===== src/hw/bdc_pkg.sv =====
package bdc_pkg;
   // ----------------------------------------------------------------
   // register addresses on the special function register bus
   // ----------------------------------------------------------------
   localparam logic [7:0] CTRL_PRIMARY_ADDR = 8'hA3;
   localparam logic [7:0] CTRL_SECONDARY_ADDR = 8'hAB;
   localparam logic [7:0] TIMED_UNLOCK_ADDR = 8'hC7; // unlock key register
   // ----------------------------------------------------------------
   // field positions, primary control register
   // ----------------------------------------------------------------
   localparam int DET_EN_BIT = 7;
   localparam int THR_LSB = 4;
   localparam int CROSS_FLAG_BIT = 3;
   localparam int DROP_RST_EN_BIT = 2;
   localparam int DROP_RST_FLAG_BIT = 1;
   localparam int BELOW_STATUS_BIT = 0;
   // ----------------------------------------------------------------
   // field positions, secondary control register and config byte
   // ----------------------------------------------------------------
   localparam int DUTY_LSB = 1;
   localparam int FILTER_EN_BIT = 0;
   localparam int NV_DET_EN_BIT = 7;
   localparam int NV_THR_LSB = 4;
   localparam int NV_DROP_RST_BIT = 2;
   // ----------------------------------------------------------------
   // reset values and unlock keys
   // ----------------------------------------------------------------
   localparam logic FILTER_EN_RESET = 1'b1;
   localparam logic [7:0] UNLOCK_KEY_FIRST = 8'hAA;
   localparam logic [7:0] UNLOCK_KEY_SECOND = 8'h55;
   localparam logic [2:0] UNLOCK_WINDOW_CYCLES = 3'h4;
   localparam logic [1:0] LOAD_DELAY_CYCLES = 2'h3;
   // ----------------------------------------------------------------
   // timing counts
   // ----------------------------------------------------------------
   localparam logic [1:0] SETTLE_LOW_SPEED_INTERNAL_OSC_TICKS = 2'h3;
   localparam logic [5:0] FILTER_SYS_CLOCKS = 6'h20;
   localparam logic [5:0] FILTER_LOW_SPEED_INTERNAL_OSC_TICKS = 6'h02;
   localparam logic [8:0] DUTY1_PERIOD_TICKS = 9'h010;
   localparam logic [8:0] DUTY2_PERIOD_TICKS = 9'h040;
   localparam logic [8:0] DUTY3_PERIOD_TICKS = 9'h100;
   localparam logic [8:0] DUTY_ON_TICKS = 9'h002;
endpackage


===== src/hw/bdc_control.sv =====
`timescale 1ns/1ns
`default_nettype none
// Summary of operation
// - enable bit powers comparator; output ignored for three slow ticks after enabling.
// - two-bit threshold field drives comparator reference, codes 11 to 00.
// - any filtered crossing, down or up, sets the crossing flag.
// - interrupt request is flag and block enable and global enable.
// - flag stays set until software writes zero.
// - with reset enable set, being below threshold requests system reset.
// - hardware sets the reset flag whenever a brown-out reset occurs.
// - status bit reads below-threshold while enabled, else zero; read-only.
// - enable, threshold and reset enable reload from config byte after reset.
// - flag resets to one only if enabled, no reset, and below.
// - duty field: always on, or sampled every 16, 64, 256 slow ticks.
// - filter needs 32 system clocks in fast always-on mode, else 2 ticks.
// - in power-down the output is always filtered by 2 slow ticks.
// - filter enable bit switches filter; power-on reset sets it.
// - flag is not set again until a new crossing happens.
// - a drop raises the interrupt path whether reset enable is set or not.
// - control writes need the unlock sequence first; others are ignored.
module bdc_control (
   input wire logic clk, // 100 MHz system clock
   input wire logic reset_n, // any reset, async, active low
   input wire logic porReset_n, // power-on reset only, async
   input wire logic [7:0] sfrAddr, // register address
   input wire logic sfrWe, // write strobe, one cycle
   input wire logic [7:0] sfrWdata, // write data
   output logic [7:0] sfrRdata, // read data, one cycle late
   input wire logic [7:0] nvConfigByteTwo, // nonvolatile config byte
   input wire logic cmpRaw, // async comparator, 1 = below
   input wire logic lircClk, // slow oscillator, sampled
   input wire logic sysClkIsLirc, // system runs from slow osc
   input wire logic powerDown, // cpu halted in power-down
   input wire logic brownoutIrqEnable, // block interrupt enable
   input wire logic globalIrqEnable, // global interrupt enable
   output logic cmpEnable, // comparator power
   output logic [1:0] cmpThreshold, // comparator reference select
   output logic irqReq, // interrupt request level
   output logic supplyDropReset // system reset request level
);
   // -----------------------------------------------------------------
   // synchronisers
   // -----------------------------------------------------------------
   logic cmpMeta_reg, cmpSync_reg, lircMeta_reg, lircSync_reg, lircPrev_reg;
   logic lircTick;

   // both are async to clk; first stage feeds only the second
   always_ff @(posedge clk or negedge reset_n) begin
      if (!reset_n) begin
         cmpMeta_reg <= 1'b0;
         cmpSync_reg <= 1'b0;
         lircMeta_reg <= 1'b0;
         lircSync_reg <= 1'b0;
         lircPrev_reg <= 1'b0;
      end else begin
         cmpMeta_reg <= cmpRaw;
         cmpSync_reg <= cmpMeta_reg;
         lircMeta_reg <= lircClk;
         lircSync_reg <= lircMeta_reg;
         lircPrev_reg <= lircSync_reg;
      end
   end

   assign lircTick = lircSync_reg && !lircPrev_reg;

   // -----------------------------------------------------------------
   // duty period lookup
   // -----------------------------------------------------------------
   function automatic logic [8:0] dutyPeriod(input logic [1:0] mode);
      unique case (mode)
         2'h1: dutyPeriod = bdc_pkg::DUTY1_PERIOD_TICKS;
         2'h2: dutyPeriod = bdc_pkg::DUTY2_PERIOD_TICKS;
         2'h3: dutyPeriod = bdc_pkg::DUTY3_PERIOD_TICKS;
         2'h0: dutyPeriod = bdc_pkg::DUTY1_PERIOD_TICKS;
      endcase
   endfunction

   // -----------------------------------------------------------------
   // control state
   // -----------------------------------------------------------------
   logic detEn_reg, detEn_next;
   logic [1:0] thr_reg, thr_next;
   logic crossFlag_reg, crossFlag_next;
   logic dropRstEn_reg, dropRstEn_next;
   logic [1:0] duty_reg, duty_next;
   logic [1:0] load_reg, load_next;
   logic unlockArmed_reg, unlockArmed_next;
   logic [2:0] unlockOpen_reg, unlockOpen_next;
   logic [1:0] settle_reg, settle_next;
   logic [8:0] dutyCnt_reg, dutyCnt_next;
   logic [7:0] rdata_reg, rdata_next;
   logic wrPrimary, wrSecondary, protectedOk, settling, dutyWindow;
   logic filtAccepted, filtChange, filtBypass, filtUseSys, loaded;
   logic nvDetEn, nvDropRst;
   logic dropFlag_reg, dropFlag_next, filterEn_reg, filterEn_next;

   assign nvDetEn = nvConfigByteTwo[bdc_pkg::NV_DET_EN_BIT];
   assign nvDropRst = nvConfigByteTwo[bdc_pkg::NV_DROP_RST_BIT];
   assign loaded = load_reg == 2'h0;
   assign protectedOk = unlockOpen_reg != 3'h0 && loaded;
   // a write outside the unlock window is dropped silently
   assign wrPrimary = sfrWe && sfrAddr == bdc_pkg::CTRL_PRIMARY_ADDR && protectedOk;
   assign wrSecondary = sfrWe && sfrAddr == bdc_pkg::CTRL_SECONDARY_ADDR && protectedOk;
   assign settling = settle_reg != 2'h0;
   assign dutyWindow = duty_reg == 2'h0 ||
      dutyCnt_reg >= dutyPeriod(duty_reg) - bdc_pkg::DUTY_ON_TICKS;

   // register next values, unlock, load and duty timers
   always_comb begin
      detEn_next = detEn_reg;
      thr_next = thr_reg;
      crossFlag_next = crossFlag_reg;
      dropRstEn_next = dropRstEn_reg;
      duty_next = duty_reg;
      load_next = loaded ? 2'h0 : load_reg - 2'h1;
      unlockArmed_next = 1'b0;
      unlockOpen_next = unlockOpen_reg != 3'h0 ? unlockOpen_reg - 3'h1 : 3'h0;
      settle_next = settle_reg;
      dutyCnt_next = dutyCnt_reg;
      // unlock: second key must follow the first with no other write between
      if (sfrWe && sfrAddr == bdc_pkg::TIMED_UNLOCK_ADDR) begin
         if (sfrWdata == bdc_pkg::UNLOCK_KEY_FIRST) begin
            unlockArmed_next = 1'b1;
         end else if (sfrWdata == bdc_pkg::UNLOCK_KEY_SECOND && unlockArmed_reg) begin
            unlockOpen_next = bdc_pkg::UNLOCK_WINDOW_CYCLES;
         end
      end else if (sfrWe) begin
         unlockOpen_next = 3'h0; // one protected write per unlock
      end else begin
         unlockArmed_next = unlockArmed_reg;
      end
      // sync stages fill before the config byte is trusted
      if (load_reg == 2'h1) begin
         detEn_next = nvDetEn;
         thr_next = nvConfigByteTwo[bdc_pkg::NV_THR_LSB +: 2];
         dropRstEn_next = nvDropRst;
         crossFlag_next = nvDetEn && !nvDropRst && cmpSync_reg;
      end
      if (wrPrimary) begin
         detEn_next = sfrWdata[bdc_pkg::DET_EN_BIT];
         thr_next = sfrWdata[bdc_pkg::THR_LSB +: 2];
         crossFlag_next = sfrWdata[bdc_pkg::CROSS_FLAG_BIT];
         dropRstEn_next = sfrWdata[bdc_pkg::DROP_RST_EN_BIT];
      end
      if (wrSecondary) begin
         duty_next = sfrWdata[bdc_pkg::DUTY_LSB +: 2];
      end
      // the crossing wins over a clearing write in the same cycle
      if (filtChange) begin
         crossFlag_next = 1'b1;
      end
      // output invalid for a few slow ticks after enabling
      if (detEn_next && !detEn_reg) begin
         settle_next = bdc_pkg::SETTLE_LOW_SPEED_INTERNAL_OSC_TICKS;
      end else if (lircTick && settling) begin
         settle_next = settle_reg - 2'h1;
      end
      if (duty_reg == 2'h0) begin
         dutyCnt_next = 9'h000;
      end else if (lircTick) begin
         dutyCnt_next = dutyCnt_reg + 9'h001 >= dutyPeriod(duty_reg) ? 9'h000 : dutyCnt_reg + 9'h001;
      end
      // status bit is computed live; writes cannot reach it
      rdata_next = 8'h00;
      if (sfrAddr == bdc_pkg::CTRL_PRIMARY_ADDR) begin
         rdata_next[bdc_pkg::DET_EN_BIT] = detEn_reg;
         rdata_next[bdc_pkg::THR_LSB +: 2] = thr_reg;
         rdata_next[bdc_pkg::CROSS_FLAG_BIT] = crossFlag_reg;
         rdata_next[bdc_pkg::DROP_RST_EN_BIT] = dropRstEn_reg;
         rdata_next[bdc_pkg::DROP_RST_FLAG_BIT] = dropFlag_reg;
         rdata_next[bdc_pkg::BELOW_STATUS_BIT] = detEn_reg && filtAccepted;
      end else if (sfrAddr == bdc_pkg::CTRL_SECONDARY_ADDR) begin
         rdata_next[bdc_pkg::DUTY_LSB +: 2] = duty_reg;
         rdata_next[bdc_pkg::FILTER_EN_BIT] = filterEn_reg;
      end
   end

   always_ff @(posedge clk or negedge reset_n) begin
      if (!reset_n) begin
         detEn_reg <= 1'b0;
         thr_reg <= 2'h0;
         crossFlag_reg <= 1'b0;
         dropRstEn_reg <= 1'b0;
         duty_reg <= 2'h0;
         load_reg <= bdc_pkg::LOAD_DELAY_CYCLES;
         unlockArmed_reg <= 1'b0;
         unlockOpen_reg <= 3'h0;
         settle_reg <= 2'h0;
         dutyCnt_reg <= 9'h000;
         rdata_reg <= 8'h00;
      end else begin
         detEn_reg <= detEn_next;
         thr_reg <= thr_next;
         crossFlag_reg <= crossFlag_next;
         dropRstEn_reg <= dropRstEn_next;
         duty_reg <= duty_next;
         load_reg <= load_next;
         unlockArmed_reg <= unlockArmed_next;
         unlockOpen_reg <= unlockOpen_next;
         settle_reg <= settle_next;
         dutyCnt_reg <= dutyCnt_next;
         rdata_reg <= rdata_next;
      end
   end

   // -----------------------------------------------------------------
   // state kept across warm resets
   // -----------------------------------------------------------------
   // only power-on resets these; the reset request sets the flag before it bites
   always_comb begin
      dropFlag_next = dropFlag_reg;
      filterEn_next = filterEn_reg;
      if (wrPrimary) begin
         dropFlag_next = sfrWdata[bdc_pkg::DROP_RST_FLAG_BIT];
      end
      if (wrSecondary) begin
         filterEn_next = sfrWdata[bdc_pkg::FILTER_EN_BIT];
      end
      if (supplyDropReset) begin
         dropFlag_next = 1'b1;
      end
   end

   always_ff @(posedge clk or negedge porReset_n) begin
      if (!porReset_n) begin
         dropFlag_reg <= 1'b0;
         filterEn_reg <= bdc_pkg::FILTER_EN_RESET;
      end else begin
         dropFlag_reg <= dropFlag_next;
         filterEn_reg <= filterEn_next;
      end
   end

   // -----------------------------------------------------------------
   // filter and outputs
   // -----------------------------------------------------------------
   // power-down forces the slow filter even with the enable off
   assign filtUseSys = filterEn_reg && duty_reg == 2'h0 && !sysClkIsLirc && !powerDown;
   assign filtBypass = !filterEn_reg && !powerDown;

   bdc_noise_filter bdc_noise_filter_inst (
      .clk(clk),
      .reset_n(reset_n),
      .level(cmpSync_reg),
      .sampleEn(detEn_reg && !settling && dutyWindow && loaded),
      .stepEn(filtUseSys || lircTick),
      .bypass(filtBypass),
      .limit(filtUseSys ? bdc_pkg::FILTER_SYS_CLOCKS : bdc_pkg::FILTER_LOW_SPEED_INTERNAL_OSC_TICKS),
      .clear(!detEn_reg),
      .accepted(filtAccepted),
      .change(filtChange)
   );

   assign sfrRdata = rdata_reg;
   assign cmpEnable = detEn_reg && dutyWindow;
   assign cmpThreshold = thr_reg;
   // drop goes to reset when enabled, otherwise only the flag path
   assign supplyDropReset = detEn_reg && dropRstEn_reg && filtAccepted;
   assign irqReq = crossFlag_reg && brownoutIrqEnable && globalIrqEnable;

   // -----------------------------------------------------------------
   // checks
   // -----------------------------------------------------------------
   locked_write_a: assert property (@(posedge clk) disable iff (!reset_n)
      (sfrWe && sfrAddr == bdc_pkg::CTRL_SECONDARY_ADDR && unlockOpen_reg == 3'h0) |=> $stable(duty_reg))
      else $error("unprotected write changed control");
   flag_sets_a: assert property (@(posedge clk) disable iff (!reset_n)
      filtChange |=> crossFlag_reg)
      else $error("crossing did not set flag");
   flag_holds_a: assert property (@(posedge clk) disable iff (!reset_n)
      (crossFlag_reg && !wrPrimary && load_reg != 2'h1) |=> crossFlag_reg)
      else $error("flag cleared without software");
   irq_gate_a: assert property (@(posedge clk) disable iff (!reset_n)
      irqReq == (crossFlag_reg && brownoutIrqEnable && globalIrqEnable))
      else $error("interrupt request gating wrong");
   status_off_a: assert property (@(posedge clk) disable iff (!reset_n)
      (!detEn_reg && sfrAddr == bdc_pkg::CTRL_PRIMARY_ADDR) |=> !sfrRdata[bdc_pkg::BELOW_STATUS_BIT])
      else $error("status set while detector off");
   drop_flag_a: assert property (@(posedge clk) disable iff (!porReset_n)
      supplyDropReset |=> dropFlag_reg)
      else $error("reset flag not set by drop reset");
   settle_hold_a: assert property (@(posedge clk) disable iff (!reset_n)
      $rose(detEn_reg) |-> settle_reg == bdc_pkg::SETTLE_LOW_SPEED_INTERNAL_OSC_TICKS)
      else $error("settle time not started on enable");
   config_load_a: assert property (@(posedge clk) disable iff (!reset_n)
      load_reg == 2'h1 |=> detEn_reg == $past(nvDetEn) && dropRstEn_reg == $past(nvDropRst))
      else $error("config bits not reloaded");
   no_reset_a: assert property (@(posedge clk) disable iff (!reset_n)
      !dropRstEn_reg |-> !supplyDropReset)
      else $error("reset requested while disabled");
   // a disabled detector must never power the comparator
   comparator_off_a: assert property (@(posedge clk) disable iff (!reset_n)
      !detEn_reg |-> !cmpEnable)
      else $error("comparator powered while detector off");
   // the reference follows the threshold field
   threshold_out_a: assert property (@(posedge clk) disable iff (!reset_n)
      cmpThreshold == thr_reg)
      else $error("threshold output differs from field");
endmodule
`default_nettype wire


===== src/hw/bdc_noise_filter.sv =====
`timescale 1ns/1ns
`default_nettype none
module bdc_noise_filter (
   input wire logic clk, // system clock
   input wire logic reset_n, // async reset, active low
   input wire logic level, // synchronised comparator level
   input wire logic sampleEn, // comparator output valid
   input wire logic stepEn, // one filter count step
   input wire logic bypass, // accept level at once
   input wire logic [5:0] limit, // steps the level must persist
   input wire logic clear, // detector off, drop to above
   output logic accepted, // filtered level, 1 = below
   output logic change // one-cycle crossing pulse
);
   logic acc_reg, acc_next;
   logic [5:0] cnt_reg, cnt_next;
   logic chg_reg, chg_next;

   // -----------------------------------------------------------------
   // persistence counter
   // -----------------------------------------------------------------
   // counter restarts whenever a sampled level equals the accepted one
   always_comb begin
      acc_next = acc_reg;
      cnt_next = cnt_reg;
      chg_next = 1'b0;
      if (clear) begin
         acc_next = 1'b0; // no event: disabling is not a crossing
         cnt_next = 6'h00;
      end else if (sampleEn && level != acc_reg) begin
         if (bypass || (stepEn && cnt_reg + 6'h01 >= limit)) begin
            acc_next = level;
            cnt_next = 6'h00;
            chg_next = 1'b1;
         end else if (stepEn) begin
            cnt_next = cnt_reg + 6'h01;
         end
      end else if (sampleEn) begin
         cnt_next = 6'h00;
      end
   end

   always_ff @(posedge clk or negedge reset_n) begin
      if (!reset_n) begin
         acc_reg <= 1'b0;
         cnt_reg <= 6'h00;
         chg_reg <= 1'b0;
      end else begin
         acc_reg <= acc_next;
         cnt_reg <= cnt_next;
         chg_reg <= chg_next;
      end
   end

   assign accepted = acc_reg;
   assign change = chg_reg;

   // every accepted change, except a drop by clear, is reported by exactly one pulse
   change_pulse_a: assert property (@(posedge clk) disable iff (!reset_n)
      ($changed(acc_reg) && !$past(clear)) |-> chg_reg)
      else $error("accepted level changed without a crossing pulse");
   // filtered change needs the count to have reached the limit
   persist_a: assert property (@(posedge clk) disable iff (!reset_n)
      (chg_reg && !$past(bypass)) |-> $past(cnt_reg) + 6'h01 >= $past(limit))
      else $error("level accepted before persisting");
endmodule
`default_nettype wire


===== config.mk =====
export PLATFORM = sky130hd
export DESIGN_NAME = bdc_control
export DESIGN_NICKNAME = d
export VERILOG_FILES = /design/src/hw/bdc_pkg.sv /design/src/hw/bdc_control.sv /design/src/hw/bdc_noise_filter.sv
export SDC_FILE = /design/constraint.sdc
export NUM_CORES = 1
export LEC_CHECK = 0
export ABC_AREA = 1
export ABC_CLOCK_PERIOD_IN_PS = 5400
export BUFFER_PORTS_ARGS = -buffer_cell sky130_fd_sc_hd__buf_2
export CAP_MARGIN = 20
export CORE_UTILIZATION = 60
export CTS_BUF_LIST = sky130_fd_sc_hd__clkbuf_16
export DETAILED_ROUTE_END_ITERATION = 6
export GPL_ROUTABILITY_DRIVEN = 0
export PLACE_DENSITY = 0.81
export RECOVER_POWER = 50
export SETUP_SLACK_MARGIN = 0.15
export SKIP_CTS_REPAIR_TIMING = 1
export SYNTH_ARGS = -nofsm -noshare
export SYNTH_HDL_FRONTEND = slang
export SYNTH_SLANG_ARGS = --single-unit

===== constraint.sdc =====
create_clock -name clk -period 5.4 [get_ports clk]
set_input_delay 0.27 -clock clk [delete_from_list [all_inputs] [get_ports clk]]
set_output_delay 0.27 -clock clk [all_outputs]
set_load 0.05 [all_outputs]

==> out/metrics.cfg <==
[logic_synthesis]
postSynthCellCount = 358
synth.top_cells.by_area = dfrtp_1 38%, nand2_1 9.9%, inv_1 7.4%
synth_cell_types = 39
synthesis.area_um2 = 2840
ys_ff_latch = 46
synth_top_area_share_pct = 37.9
ys_seq_area_share_pct = 40.7
yosysWarnings = 0
synth_flop_cell = dfrtp_1
syn_avg_cell_area_um2 = 7.92
yosysTopAreaCell = dfrtp_1
synth_edf_count = 0
synth.net_count = 405
async_flop_share_pct = 100

[detailed_routing]
wirelength_um = 5910
drt-initial-drc-count = 175
drc = 2
antenna_left = 0
wl_per_cell_um = 12.9
dr.pass1.iters = 6
dr_total_vias = 2451
viasPerCell = 5.34

[cts]
clk_path_buf_depth = 2
root_buffer = clkbuf_16
tritoncts = yes
cts_buffers = 5
clk_latency_ps = 280
cts.reportedPaths.clkPinSlew_ps = 60
htreeDepth = 2
clock-sinks = 46

[die]
start_util_pct = 63.8
die_x_um = 70.8
coreArea_um2 = 4440
die_area_um2 = 5010
dieHeight_um = 70.8
row_count = 24
ioPinCount = 47

[power]
leakage_nw = 1.73
power.total_uw = 779
power_density_nw_per_um2 = 238
irDropWorstVdd_mv = 0.143

[sta]
report.final.slew_viol_count = 34
worst_pin_slew_ps = 1800
period_share_pct = 48.3
layout_min_cycle_time_ps = 2610
rsz0062_at_grt = false
max-slew-margin-rel_pct = -19.7
hold_violations = 0
finalSetupTns_ps = 0
skew_ps = 4.12
fmax_mhz = 383
setup_viol_count_final = 0

[status]
violations = design-rule violations, max-capacitance violations, max-slew violations
status = finished, violations left

[min_path]
min_path_cells = 1
min_from = lircClk
min_path_type = in2reg
holdPathEnd = lircMeta_reg

[grt]
grt_overflow = 0
grt_max_degree = 45
grt_pass1_wl_um = 10400
antenna_found_initial = 0
grt_pass1_vias = 2467
grtUsageTotal_pct = 26.3

[worst_setup_path]
rr_startpoint = dutyCnt_reg[1]
critPathCaptureType = asynchronous set/reset pin
crit_type = in2async
path_max_fanout = 33
r2r_slack_ps = 2830
cp.required_ps = 5450
reg2regPathDepth = 14
reg2reg_to = dutyCnt_reg[2]
cp.arrival_ps = 2660
start_kind = primary input

[cells_and_area]
area_delta_synth_final_pct = 15.2
largest_reg_flops = 9
antennaDiodeCount = 0
drive_gt1_share_pct = 20.9
nets = 453
fin_util_pct = 73.5

[placement]
place_hpwl_um = 4340
portBuffers = 41

[job]
max-cap-violations = 1

==> per-layer routing <==
metal	track usage, %	wire length [um]
met1	32.6	2630
met5	0	0
met3	4.42	261
met4	9.56	92
met2	46.3	2920
==> synth_stat cells, types with 5 or more instances <==
library cell / count
dfrtp_1: 43
nand2_1: 75
nor2_1: 36
inv_1: 56
nor2_4: 5
nand4_1: 9
xor2_1: 6
ha_1: 13
o21ai_1: 6
o21ai_0: 11
nand3_1: 33
nand2_4: 5
nand2_2: 9
==> where the power goes <==
part	internal, mW	switching (mW)	total (mW)	leakage [nW]
logic	0.0246	0.0478	0.0725	1.04
clock network	0.217	0.130	0.347	0.0812
registers	0.354	0.00468	0.359	0.612
total	0.596	0.183	0.779	1.73
==> critical path, stage by stage <==
cell and delay (ps):
dlygate4sd3_1 520, clkbuf_1 500, clkbuf_1 1350
==> kinds of logic after synthesis <==
group,after synthesis,synth area share (%)
xor gates and xnor gates,7,2.16
and+or+nand+nor,193,34.7
DFF,46,40.7
other,2,0.265
adders and majority gates,13,5.73
AOI/OAI and AO/OA,34,7.32
buffers and inverters,63,9.09
==> stage by stage <==
step	hold WS [ps]	setup WS, ps	area, um2	instances
final	92.5	2790	3270	459
after global routing	88.8	2320	3270	459
after CTS	-242	2840	3240	455
after detailed placement	61.4	2910	3070	447
after global placement	61.3	2920	3070	447
after floorplan	-25.6	3180	2840	358
==> cells in the final DEF, fill, tap and decap left out, drive strengths merged <==
cell type	Yosys	layout
conb	2	2
and3	2	2
dlygate4sd3	0	2
xor2	6	6
bufinv	0	1
clkinvlp	0	1
nand3	36	36
nor4	4	4
nand2	89	89
nor2	44	44
ha	13	13
o221ai	2	2
o211ai	3	3
o21bai	2	2
dfrtp	43	43
clkbuf	0	9
nand4	11	11
o21ai	18	18
buf	4	39
inv	59	60
o22ai	1	1
o31ai	2	2
xnor2	1	1
dfstp	3	3
or2	3	3
nor3	4	4
a21oi	6	6
==> worst max path at each step <==
| stage | start | end | slack [ps] | cells past startpoint |
|---|---|---|---|---|
| detailed placement | dutyCnt_reg[1] | dutyCnt_reg[5] | 2910 | 14 |
| finish | reset_n | detEn_reg | 2790 | 3 |
| floorplan | duty_reg[1] | bdc_noise_filter_inst.cnt_reg[2] | 3180 | 14 |
| CTS | dutyCnt_reg[1] | dutyCnt_reg[0] | 2840 | 14 |
| global route | reset_n | cmpThreshold[0] | 2320 | 3 |
| global placement | dutyCnt_reg[1] | dutyCnt_reg[2] | 2920 | 14 |
==> layout make-up <==
type,count,area [um2]
multi-input cells,249,1420
fillers,336,1180
flip-flops and latches,46,1150
repair buffers,45,234
inverters,59,224
clock buffers,5,125
well taps,52,65.1
clock inverters,3,41.3
(Power assumes the default switching activity.)
